<file path="config.mk">
export PLATFORM = sky130hd
export DESIGN_NAME = pmusc_regs
export DESIGN_NICKNAME = d
export VERILOG_FILES = /design/src/pmusc_pkg.sv /design/src/pmusc_regs.sv
export SDC_FILE = /design/constraint.sdc
export NUM_CORES = 1
export LEC_CHECK = 0
export ABC_AREA = 1
export BUFFER_PORTS_ARGS = -buffer_cell sky130_fd_sc_hd__buf_2
export CORE_ASPECT_RATIO = 1.2
export CORE_MARGIN = 10
export CORE_UTILIZATION = 35
export DETAILED_ROUTE_END_ITERATION = 8
export RECOVER_POWER = 25
export SETUP_SLACK_MARGIN = 0.3
export SLEW_MARGIN = 20
export SYNTH_ARGS = -nofsm -noshare
export SYNTH_HDL_FRONTEND = slang
export SYNTH_SLANG_ARGS = --single-unit
</file>
<file path="constraint.sdc">
create_clock -name clk_i -period 6.1 [get_ports clk_i]
set_clock_uncertainty 0.05 [all_clocks]
set_input_delay 1.22 -clock clk_i [delete_from_list [all_inputs] [get_ports clk_i]]
set_output_delay 1.22 -clock clk_i [all_outputs]
set_load 0.01 [all_outputs]
</file>
<file path="src/pmusc_pkg.sv">
// Purpose: Constants shared by the system control register bank.
// Assumes: 8-bit register addresses and data, 125 MHz clock.
// Notes: Register offsets, field positions, reset values and delay counts.
package pmusc_pkg;
   // Register offsets.
   localparam logic [7:0] ADDR_BUTTON_WATCHDOG_CTRL = 8'h00_C0;
   localparam logic [7:0] ADDR_IRQ_SOURCE_ADDRESS = 8'h00_C1;
   localparam logic [7:0] ADDR_BUTTON_STATUS = 8'h00_C2;
   localparam logic [7:0] ADDR_SOFTWARE_POWER_CYCLE = 8'h00_C3;
   localparam logic [7:0] ADDR_RESET_CAUSE_FLAGS = 8'h00_C5;
   localparam logic [7:0] ADDR_PWM_CTRL_IO6 = 8'h00_E3;
   localparam logic [7:0] ADDR_PWM_CTRL_IO5 = 8'h00_E4;
   localparam logic [7:0] ADDR_PWM_CTRL_IO1 = 8'h00_E5;
   localparam logic [7:0] ADDR_PWM_CTRL_IO2 = 8'h00_F3;
   localparam logic [7:0] ADDR_PWM_CTRL_IO3 = 8'h00_F4;
   localparam logic [7:0] ADDR_PWM_CTRL_IO4 = 8'h00_F5;
   // Field positions.
   localparam int BIT_BUTTON_ASSERT_IRQ_ENABLE = 7;
   localparam int BIT_BUTTON_DEASSERT_IRQ_ENABLE = 6;
   localparam int BIT_WATCHDOG_SOFT_RESET_ENABLE = 1;
   localparam int BIT_WATCHDOG_POWER_CYCLE_ENABLE = 0;
   localparam int BIT_BUTTON_ASSERT_IRQ_STATUS = 7;
   localparam int BIT_BUTTON_DEASSERT_IRQ_STATUS = 6;
   localparam int BIT_BUTTON_LIVE = 5;
   localparam int BIT_SOFTWARE_POWER_CYCLE_REQUEST = 0;
   localparam int BIT_POWER_CYCLE_FLAG = 1;
   localparam int BIT_SOFT_RESET_FLAG = 0;
   localparam int BIT_PWM_ENABLE = 7;
   localparam int PWM_FREQ_MSB = 6;
   localparam int PWM_FREQ_LSB = 4;
   localparam int PWM_DUTY_MSB = 3;
   localparam int PWM_DUTY_LSB = 0;
   localparam int PWM_DUTY_W = 4;
   // Reset values.
   localparam logic [7:0] RST_IRQ_SOURCE_ADDRESS = 8'h00_FF;
   localparam logic [7:0] RST_ZERO = 8'h00_00;
   // Timing.
   localparam int CLK_PERIOD_NS = 8;
   localparam int SOFTWARE_POWER_CYCLE_DELAY_NS = 8_000_000;
   localparam int SOFTWARE_POWER_CYCLE_DELAY_CYCLES = (SOFTWARE_POWER_CYCLE_DELAY_NS + CLK_PERIOD_NS - 1) / CLK_PERIOD_NS;
   localparam int PWM_BASE_CYCLES = 64;
endpackage : pmusc_pkg

</file>
<file path="src/pmusc_regs.sv">
// Purpose: System control register bank with watchdog, button, power cycle and PWM control.
// Assumes: The serial engine presents one-cycle read and write strobes on clk_i.
// Notes: Read data is returned one cycle after the read strobe.
`timescale 1ns/1ps
module pmusc_regs
   import pmusc_pkg::*;
#(
   parameter int SOFTWARE_POWER_CYCLE_DELAY = SOFTWARE_POWER_CYCLE_DELAY_CYCLES,
   parameter int PWM_BASE = PWM_BASE_CYCLES,
   parameter int PWM_CNT_W = 16
) (
   // Clock and reset.
   input wire logic clk_i,
   input wire logic sys_rst_i,
   // Register port from the serial engine.
   input wire logic [7:0] reg_addr_i,
   input wire logic reg_wr_i,
   input wire logic [7:0] reg_wdata_i,
   input wire logic reg_rd_i,
   output logic [7:0] reg_rdata_o,
   output logic reg_rvalid_o,
   // System events.
   input wire logic push_button_input_n_i,
   input wire logic watchdog_expire_i,
   input wire logic sleep_enter_i,
   input wire logic irq_source_valid_i,
   input wire logic [7:0] irq_source_i,
   input wire logic soft_reset_done_i,
   input wire logic power_cycle_done_i,
   // Sequencer requests and the button interrupt.
   output logic soft_reset_start_o,
   output logic power_cycle_start_o,
   output logic button_irq_o,
   // PWM outputs, index 0 is PWM_CTRL_IO1.
   output logic [5:0] pwm_enable_o,
   output logic [5:0] pwm_o
);
   localparam int SOFTWARE_POWER_CYCLE_W = $clog2(SOFTWARE_POWER_CYCLE_DELAY + 1);

   if (SOFTWARE_POWER_CYCLE_DELAY < 1) begin : g_chk_delay
      $error("SOFTWARE_POWER_CYCLE_DELAY must be at least one cycle");
   end
   if ((PWM_BASE < 16) || ((PWM_BASE * 128) >= (2 ** PWM_CNT_W))) begin : g_chk_pwm
      $error("PWM_BASE must be at least 16 and the longest period must fit PWM_CNT_W");
   end

   logic btn_meta_q;
   logic btn_sync_q;
   logic btn_prev_q;
   logic btn_live;
   logic btn_rise;
   logic btn_fall;
   logic [7:0] ctrl_q;
   logic [7:0] irq_src_q;
   logic assert_stat_q;
   logic deassert_stat_q;
   logic software_power_cycle_q;
   logic [SOFTWARE_POWER_CYCLE_W-1:0] software_power_cycle_cnt_q;
   logic software_power_cycle_fire;
   logic pc_flag_q;
   logic sr_flag_q;
   logic [7:0] pwm_reg_q [6];
   logic rd_src;
   logic rd_stat;
   logic rd_cause;
   logic wr_ctrl;
   logic wr_software_power_cycle;

   assign rd_src = reg_rd_i && (reg_addr_i == ADDR_IRQ_SOURCE_ADDRESS);
   assign rd_stat = reg_rd_i && (reg_addr_i == ADDR_BUTTON_STATUS);
   assign rd_cause = reg_rd_i && (reg_addr_i == ADDR_RESET_CAUSE_FLAGS);
   assign wr_ctrl = reg_wr_i && (reg_addr_i == ADDR_BUTTON_WATCHDOG_CTRL);
   assign wr_software_power_cycle = reg_wr_i && (reg_addr_i == ADDR_SOFTWARE_POWER_CYCLE);

   // Synchronise the active-low button pin and find its edges.
   always_ff @(posedge clk_i) begin
      if (sys_rst_i) begin
         btn_meta_q <= 1'b1;
         btn_sync_q <= 1'b1;
         btn_prev_q <= 1'b0;
      end else begin
         btn_meta_q <= push_button_input_n_i;
         btn_sync_q <= btn_meta_q;
         btn_prev_q <= btn_live;
      end
   end
   assign btn_live = ~btn_sync_q;
   assign btn_rise = btn_live && !btn_prev_q;
   assign btn_fall = !btn_live && btn_prev_q;

   // Control register; sleep entry wins over a write to the watchdog enables.
   always_ff @(posedge clk_i) begin
      if (sys_rst_i) begin
         ctrl_q <= RST_ZERO;
      end else begin
         if (wr_ctrl) begin
            ctrl_q[BIT_BUTTON_ASSERT_IRQ_ENABLE] <= reg_wdata_i[BIT_BUTTON_ASSERT_IRQ_ENABLE];
            ctrl_q[BIT_BUTTON_DEASSERT_IRQ_ENABLE] <= reg_wdata_i[BIT_BUTTON_DEASSERT_IRQ_ENABLE];
            ctrl_q[BIT_WATCHDOG_SOFT_RESET_ENABLE] <= reg_wdata_i[BIT_WATCHDOG_SOFT_RESET_ENABLE];
            ctrl_q[BIT_WATCHDOG_POWER_CYCLE_ENABLE] <= reg_wdata_i[BIT_WATCHDOG_POWER_CYCLE_ENABLE];
         end
         if (sleep_enter_i) begin
            ctrl_q[BIT_WATCHDOG_SOFT_RESET_ENABLE] <= 1'b0;
            ctrl_q[BIT_WATCHDOG_POWER_CYCLE_ENABLE] <= 1'b0;
         end
      end
   end

   // Interrupt source address; a new source wins over the restore after read.
   always_ff @(posedge clk_i) begin
      if (sys_rst_i) begin
         irq_src_q <= RST_IRQ_SOURCE_ADDRESS;
      end else if (irq_source_valid_i) begin
         irq_src_q <= irq_source_i;
      end else if (rd_src) begin
         irq_src_q <= RST_IRQ_SOURCE_ADDRESS;
      end
   end

   // Sticky button interrupt status, cleared by reading the status register.
   always_ff @(posedge clk_i) begin
      if (sys_rst_i) begin
         assert_stat_q <= 1'b0;
         deassert_stat_q <= 1'b0;
      end else begin
         if (btn_rise && ctrl_q[BIT_BUTTON_ASSERT_IRQ_ENABLE]) begin
            assert_stat_q <= 1'b1;
         end else if (rd_stat) begin
            assert_stat_q <= 1'b0;
         end
         if (btn_fall && ctrl_q[BIT_BUTTON_DEASSERT_IRQ_ENABLE]) begin
            deassert_stat_q <= 1'b1;
         end else if (rd_stat) begin
            deassert_stat_q <= 1'b0;
         end
      end
   end

   // Software power cycle request and its delay counter.
   assign software_power_cycle_fire = software_power_cycle_q && (software_power_cycle_cnt_q == SOFTWARE_POWER_CYCLE_W'(SOFTWARE_POWER_CYCLE_DELAY - 1));
   always_ff @(posedge clk_i) begin
      if (sys_rst_i) begin
         software_power_cycle_q <= 1'b0;
         software_power_cycle_cnt_q <= '0;
      end else if (software_power_cycle_fire) begin
         software_power_cycle_q <= 1'b0;
         software_power_cycle_cnt_q <= '0;
      end else if (software_power_cycle_q) begin
         software_power_cycle_cnt_q <= software_power_cycle_cnt_q + SOFTWARE_POWER_CYCLE_W'(1);
      end else if (wr_software_power_cycle && reg_wdata_i[BIT_SOFTWARE_POWER_CYCLE_REQUEST]) begin
         software_power_cycle_q <= 1'b1;
         software_power_cycle_cnt_q <= '0;
      end
   end

   // Sequencer start pulses.
   always_ff @(posedge clk_i) begin
      if (sys_rst_i) begin
         soft_reset_start_o <= 1'b0;
         power_cycle_start_o <= 1'b0;
      end else begin
         soft_reset_start_o <= watchdog_expire_i && ctrl_q[BIT_WATCHDOG_SOFT_RESET_ENABLE];
         power_cycle_start_o <= (watchdog_expire_i && ctrl_q[BIT_WATCHDOG_POWER_CYCLE_ENABLE])
            || software_power_cycle_fire;
      end
   end

   // Reset cause flags; a new event wins over the clear after read.
   always_ff @(posedge clk_i) begin
      if (sys_rst_i) begin
         pc_flag_q <= 1'b0;
         sr_flag_q <= 1'b0;
      end else begin
         if (power_cycle_done_i) begin
            pc_flag_q <= 1'b1;
         end else if (rd_cause) begin
            pc_flag_q <= 1'b0;
         end
         if (soft_reset_done_i) begin
            sr_flag_q <= 1'b1;
         end else if (rd_cause) begin
            sr_flag_q <= 1'b0;
         end
      end
   end

   always_ff @(posedge clk_i) begin
      if (sys_rst_i) begin
         button_irq_o <= 1'b0;
      end else begin
         button_irq_o <= assert_stat_q || deassert_stat_q;
      end
   end

   // PWM control registers, index 0 to 5 for PWM_CTRL_IO1 to PWM_CTRL_IO6.
   localparam logic [7:0] PWM_ADDR [6] = '{ADDR_PWM_CTRL_IO1, ADDR_PWM_CTRL_IO2, ADDR_PWM_CTRL_IO3,
      ADDR_PWM_CTRL_IO4, ADDR_PWM_CTRL_IO5, ADDR_PWM_CTRL_IO6};

   for (genvar g = 0; g < 6; g++) begin : g_pwm
      logic [PWM_CNT_W-1:0] cnt_q;
      logic [PWM_CNT_W-1:0] period;
      logic [PWM_CNT_W-1:0] high;
      logic [PWM_CNT_W+PWM_DUTY_W-1:0] prod;

      always_ff @(posedge clk_i) begin
         if (sys_rst_i) begin
            pwm_reg_q[g] <= RST_ZERO;
         end else if (reg_wr_i && (reg_addr_i == PWM_ADDR[g])) begin
            pwm_reg_q[g] <= reg_wdata_i;
         end
      end

      // Period doubles per frequency code; high time is duty sixteenths of it.
      assign period = PWM_CNT_W'(PWM_BASE) << pwm_reg_q[g][PWM_FREQ_MSB:PWM_FREQ_LSB];
      assign prod = period * pwm_reg_q[g][PWM_DUTY_MSB:PWM_DUTY_LSB];
      assign high = prod[PWM_CNT_W+PWM_DUTY_W-1:PWM_DUTY_W];

      always_ff @(posedge clk_i) begin
         if (sys_rst_i || !pwm_reg_q[g][BIT_PWM_ENABLE]) begin
            cnt_q <= '0;
            pwm_o[g] <= 1'b0;
            pwm_enable_o[g] <= 1'b0;
         end else begin
            cnt_q <= (cnt_q >= period - PWM_CNT_W'(1)) ? '0 : cnt_q + PWM_CNT_W'(1);
            pwm_o[g] <= (cnt_q < high);
            pwm_enable_o[g] <= 1'b1;
         end
      end
   end

   // Read decode; reserved bits and unmapped addresses read zero.
   always_ff @(posedge clk_i) begin
      if (sys_rst_i) begin
         reg_rdata_o <= RST_ZERO;
         reg_rvalid_o <= 1'b0;
      end else begin
         reg_rvalid_o <= reg_rd_i;
         reg_rdata_o <= RST_ZERO;
         if (reg_addr_i == ADDR_BUTTON_WATCHDOG_CTRL) begin
            reg_rdata_o <= {ctrl_q[7:6], 4'h0, ctrl_q[1:0]};
         end else if (reg_addr_i == ADDR_IRQ_SOURCE_ADDRESS) begin
            reg_rdata_o <= irq_src_q;
         end else if (reg_addr_i == ADDR_BUTTON_STATUS) begin
            reg_rdata_o <= {assert_stat_q, deassert_stat_q, btn_live, 5'h00};
         end else if (reg_addr_i == ADDR_SOFTWARE_POWER_CYCLE) begin
            reg_rdata_o <= {7'h00, software_power_cycle_q};
         end else if (reg_addr_i == ADDR_RESET_CAUSE_FLAGS) begin
            reg_rdata_o <= {6'h00, pc_flag_q, sr_flag_q};
         end else begin
            for (int i = 0; i < 6; i++) begin
               if (reg_addr_i == PWM_ADDR[i]) begin
                  reg_rdata_o <= pwm_reg_q[i];
               end
            end
         end
      end
   end

   a_wd_soft: assert property (@(posedge clk_i) disable iff (sys_rst_i)
      watchdog_expire_i && ctrl_q[BIT_WATCHDOG_SOFT_RESET_ENABLE] |=> soft_reset_start_o)
      else $error("watchdog soft reset not started");
   a_wd_cycle: assert property (@(posedge clk_i) disable iff (sys_rst_i)
      watchdog_expire_i && ctrl_q[BIT_WATCHDOG_POWER_CYCLE_ENABLE] |=> power_cycle_start_o)
      else $error("watchdog power cycle not started");
   a_sleep_clear: assert property (@(posedge clk_i) disable iff (sys_rst_i)
      sleep_enter_i |=> ctrl_q[1:0] == 2'b00)
      else $error("watchdog enables survive sleep");
   a_src_restore: assert property (@(posedge clk_i) disable iff (sys_rst_i)
      rd_src && !irq_source_valid_i |=> irq_src_q == RST_IRQ_SOURCE_ADDRESS)
      else $error("source address not restored after read");
   a_src_capture: assert property (@(posedge clk_i) disable iff (sys_rst_i)
      irq_source_valid_i |=> irq_src_q == $past(irq_source_i))
      else $error("source address not captured");
   a_btn_assert: assert property (@(posedge clk_i) disable iff (sys_rst_i)
      btn_rise && ctrl_q[BIT_BUTTON_ASSERT_IRQ_ENABLE] |=> assert_stat_q ##1 button_irq_o)
      else $error("button assert interrupt missing");
   a_btn_deassert: assert property (@(posedge clk_i) disable iff (sys_rst_i)
      btn_fall && ctrl_q[BIT_BUTTON_DEASSERT_IRQ_ENABLE] |=> deassert_stat_q)
      else $error("button deassert interrupt missing");
   a_btn_live: assert property (@(posedge clk_i) disable iff (sys_rst_i)
      rd_stat |=> reg_rvalid_o && (reg_rdata_o[BIT_BUTTON_LIVE] == $past(btn_live)))
      else $error("live button bit wrong");
   a_software_power_cycle_delay: assert property (@(posedge clk_i) disable iff (sys_rst_i)
      software_power_cycle_q && !software_power_cycle_fire && !watchdog_expire_i |=> software_power_cycle_q && !power_cycle_start_o)
      else $error("software power cycle fired early");
   a_cause_clear: assert property (@(posedge clk_i) disable iff (sys_rst_i)
      rd_cause && !power_cycle_done_i && !soft_reset_done_i |=> !pc_flag_q && !sr_flag_q)
      else $error("reset cause flags not cleared by read");
   a_pwm_off: assert property (@(posedge clk_i) disable iff (sys_rst_i)
      !pwm_reg_q[0][BIT_PWM_ENABLE] |=> !pwm_o[0] && !pwm_enable_o[0])
      else $error("pwm active while disabled");
   a_software_power_cycle_fire: assert property (@(posedge clk_i) disable iff (sys_rst_i)
      software_power_cycle_fire |=> power_cycle_start_o && !software_power_cycle_q)
      else $error("software power cycle not started");
   a_sr_flag_set: assert property (@(posedge clk_i) disable iff (sys_rst_i)
      soft_reset_done_i |=> sr_flag_q)
      else $error("soft reset flag not set");
   a_pc_flag_set: assert property (@(posedge clk_i) disable iff (sys_rst_i)
      power_cycle_done_i |=> pc_flag_q)
      else $error("power cycle flag not set");
   a_assert_stat_clear: assert property (@(posedge clk_i) disable iff (sys_rst_i)
      rd_stat && !btn_rise |=> !assert_stat_q)
      else $error("assert status not cleared by read");
   a_deassert_stat_clear: assert property (@(posedge clk_i) disable iff (sys_rst_i)
      rd_stat && !btn_fall |=> !deassert_stat_q)
      else $error("deassert status not cleared by read");
   a_pwm_on: assert property (@(posedge clk_i) disable iff (sys_rst_i)
      pwm_reg_q[0][BIT_PWM_ENABLE] |=> pwm_enable_o[0])
      else $error("pwm function not enabled");
   a_duty_zero: assert property (@(posedge clk_i) disable iff (sys_rst_i)
      pwm_reg_q[1][PWM_DUTY_MSB:PWM_DUTY_LSB] == 4'h0 |=> !pwm_o[1])
      else $error("pwm high with zero duty");
   a_cause_reserved: assert property (@(posedge clk_i) disable iff (sys_rst_i)
      rd_cause |=> reg_rdata_o[7:2] == 6'h00)
      else $error("reserved cause bits not zero");
   a_ctrl_write: assert property (@(posedge clk_i) disable iff (sys_rst_i)
      wr_ctrl && !sleep_enter_i |=> ctrl_q == {$past(reg_wdata_i[7:6]), 4'h0, $past(reg_wdata_i[1:0])})
      else $error("control write wrong");
   a_src_read: assert property (@(posedge clk_i) disable iff (sys_rst_i)
      rd_src |=> reg_rdata_o == $past(irq_src_q))
      else $error("source address read wrong");
   a_pwm_readback: assert property (@(posedge clk_i) disable iff (sys_rst_i)
      reg_rd_i && (reg_addr_i == ADDR_PWM_CTRL_IO1) |=> reg_rdata_o == $past(pwm_reg_q[0]))
      else $error("pwm register read wrong");
endmodule : pmusc_regs

</file>
==> results.yml <==
run_status:
  status: "complete, no violations"
layout:
  final_cells: 2980
  nNetsFinal: 2666
  drive_gt1_frac: 0.0621
  area_delta_synth_final_pct: 10.5
  diodes: 0
  final_area_um2: 19000
floorplanning:
  die_w_um: 222
  fp.dieH_um: 263
  core_um2: 48300
  die_area_um2: 58500
  num_io_pins: 58
  core.rowCount: 88
  start_util: 0.356
clock_network:
  cts-buffers-inserted: 25
  clockRootBuffer: "clkbuf_16"
  ctsHtreeMaxLevel: 1
  clk_latency_ns: 0.56
  clkSinkCount: 208
  cts_tree: "done"
  clk_pin_slew_ns: 0.06
  clockBufferDepth: 3
  cts_resized: 0
  cts_hold_buf: 0
  post_cts_buffers: 0
placement:
  gp_congestion: 0.877
  dpl_cell_area_um2: 18200
  portBuffers: 57
  dp_cells: 2934
  dp_hpwl_mm: 32.3
power_and_ir_drop:
  p_int_uw: 2450
  sw_frac_of_total: 0.277
  power_density_nw_per_um2: 179
  clockPowerShare: 0.440
  ir_drop_uv: 195
  pwr-share-seq: 0.433
  comb_power_share: 0.127
  leakage_uw: 0.00856
  p_sw_uw: 942
critical_path:
  end_kind: "flip-flop"
  path_cells: "nor2_1, inv_1, nor2_1, nand2_1, fa_1, inv_1, fa_1, inv_1, fa_1, o21ai_0, nand2_1, o211ai_1, and2_1, o21ai_0, ha_1, a2111oi_0, nand2_1, nor2_1"
  crit_path_start_kind: "flip-flop"
  arrival_ns: 5.07
  crit_path_top_delay_cell: "fa_1"
  required_ns: 6.54
  worstSetupPathType: "reg2reg"
  cpPeakStageDelay_ns: 0.57
  cp_max_fo: 8
sta:
  setup_viol: 0
  tightest_slew_ns: 1.05
  fmax_mhz: 216
  hold_viol: 0
  slew_violations: 0
  finalCritPeriodShare: 0.759
  rsz0062_at_grt: "false"
  relSlewSlack: 0.289
  layout_min_cycle_time_ns: 4.63
  fin_tns_setup_ns: 0
synthesis:
  yosysWarnings: 0
  synth_seq_cells: 208
  synth_edf_count: 48
  synth_area_um2: 17200
  avgSynthCellArea_um2: 7.61
  yosysUniqueCellTypes: 52
  synth-async-reset-ratio: 0
  netlist_instances: 2260
  synth_top_area_cell: "dfxtp_1"
  synth_area_leaders: "dfxtp_1 19%, ha_1 17%, nor2_1 8.8%"
  seq_area_frac_synth: 0.270
  ys.flop_type: "dfxtp_1"
  synth_top_cell_area_share: 0.186
grt:
  antenna_found_initial: 0
  grt_pass1_wl_mm: 68.2
  grt.overflow.total: 0
  grt_pass1_vias: 14480
  grt_max_degree: 30
  grt_use_total: 0.135
detailed_routing:
  drtAntennaViolNets: 0
  vias: 14738
  drt_first_pass_iters: 5
  wirelength_mm: 40.5
  viasPerCell: 4.95
  detailedRoute.firstIterationViolations: 856
  avgRoutedWirePerCell_um: 13.6
  drc: 0
min_path:
  hold_class: "reg2reg"
run:
  maxCapViolCount: 0
placed cells by master, fill, tap and decap left out, types with 7 or more instances in the layout:
| master | Yosys | layout |
|---|---|---|
| nand4_1 | 38 | 38 |
| dfxtp_1 | 160 | 160 |
| clkbuf_16 | 0 | 25 |
| ha_1 | 229 | 229 |
| buf_2 | 10 | 41 |
| nor2_1 | 403 | 405 |
| nand3_2 | 9 | 9 |
| o22ai_1 | 12 | 12 |
| nand3_1 | 79 | 79 |
| o21a_1 | 18 | 18 |
| o211ai_1 | 8 | 8 |
| nand2_1 | 314 | 314 |
| edfxtp_1 | 48 | 48 |
| clkbuf_1 | 10 | 19 |
| conb_1 | 2 | 12 |
| xor2_1 | 62 | 62 |
| o21ai_1 | 3 | 8 |
| fa_1 | 72 | 72 |
| nor3_1 | 54 | 56 |
| a21oi_1 | 156 | 156 |
| a2111oi_0 | 7 | 7 |
| inv_1 | 358 | 359 |
| nor2_2 | 15 | 13 |
| nor3_2 | 8 | 7 |
| xnor2_1 | 39 | 39 |
| inv_2 | 11 | 9 |
| o21ai_0 | 58 | 54 |
metal layers:
layer | vias to the layer above | wire length [um] | track usage
li1 | 7491 | - | -
met1 | 6913 | 17700 | 0.162
met2 | 280 | 20100 | 0.244
met3 | 54 | 1770 | 0.0188
met4 | 0 | 963 | 0.0416
met5 | - | 0 | 0
cell usage after synthesis, types with 8 or more instances:
library cell / n
nor2_1: 403
inv_1: 358
nand2_1: 314
ha_1: 229
dfxtp_1: 160
a21oi_1: 156
nand3_1: 79
fa_1: 72
xor2_1: 62
o21ai_0: 58
nor3_1: 54
edfxtp_1: 48
xnor2_1: 39
nand4_1: 38
o21a_1: 18
nor2_2: 15
o22ai_1: 12
inv_2: 11
buf_2: 10
clkbuf_1: 10
nand3_2: 9
nor3_2: 8
o211ai_1: 8
worst max-delay path, delay by kind of cell, from the launching register on:
family	cells	cell delay, ns
compound gates	4	1.07
fa+ha+maj	4	1.85
simple gates	7	0.90
buf+inv	3	0.20
flops	1	0.50
cells by family after synthesis:
group                      Yosys count  synth area share
and+or+nand+nor                    963             0.245
buffers and inverters              395            0.0873
adders and majority gates          301             0.250
AOI/OAI and AO/OA                  290            0.0954
DFF                                208             0.270
xor gates and xnor gates           101            0.0514
other                                2          0.000436
metrics by stage:
step	utilization	power [uW]	setup slack, ns	hold WS, ns
floorplan	-	1810	1.88	0.339
global placement	0.377	1920	1.65	0.345
detailed placement	0.377	1940	1.53	0.347
CTS	0.394	3450	1.51	0.359
global route	0.393	3570	1.13	0.390
finish	0.393	3400	1.47	0.362
path summary, 6_finish.rpt:
kind / start / to / slack [ns] / cells past startpoint
max: pwm_reg_q[0][4] / pwm_o[0] / 1.47 / 18
min: btn_meta_q / btn_sync_q / 0.36 / 1
max reg2reg: pwm_reg_q[0][4] / pwm_o[0] / 1.47 / 18
min reg2reg: btn_meta_q / btn_sync_q / 0.36 / 1
flip-flops by register name, summed over array words and instances, names as in the netlist, 4 cells and up:
name,count
ctrl_q,4
software_power_cycle_cnt_q,20
g_pwm.cnt_q,96
reg_rdata_o,8
irq_src_q,8
pwm_enable_o,6
pwm_reg_q,48
pwm_o,6
area by class of cell:
type,instances,area (um^2)
clock buffers,31,666
well taps,630,788
inverters,372,1400
multi-input cells,1667,11100
fillers,4970,29300
clock inverters,15,148
flip-flops and latches,208,4640
repair buffers,57,265
power by group through the flow:
stage / Sequential (uW) / Combinational, uW / Clock, uW
after floorplan: 1490 / 318 / 0
after CTS: 1470 / 438 / 1540
final: 1470 / 432 / 1490
after global routing: 1470 / 501 / 1590
after detailed placement: 1500 / 435 / 0
after global placement: 1500 / 424 / 0
Note: power is estimated with default switching activity, not from simulation.
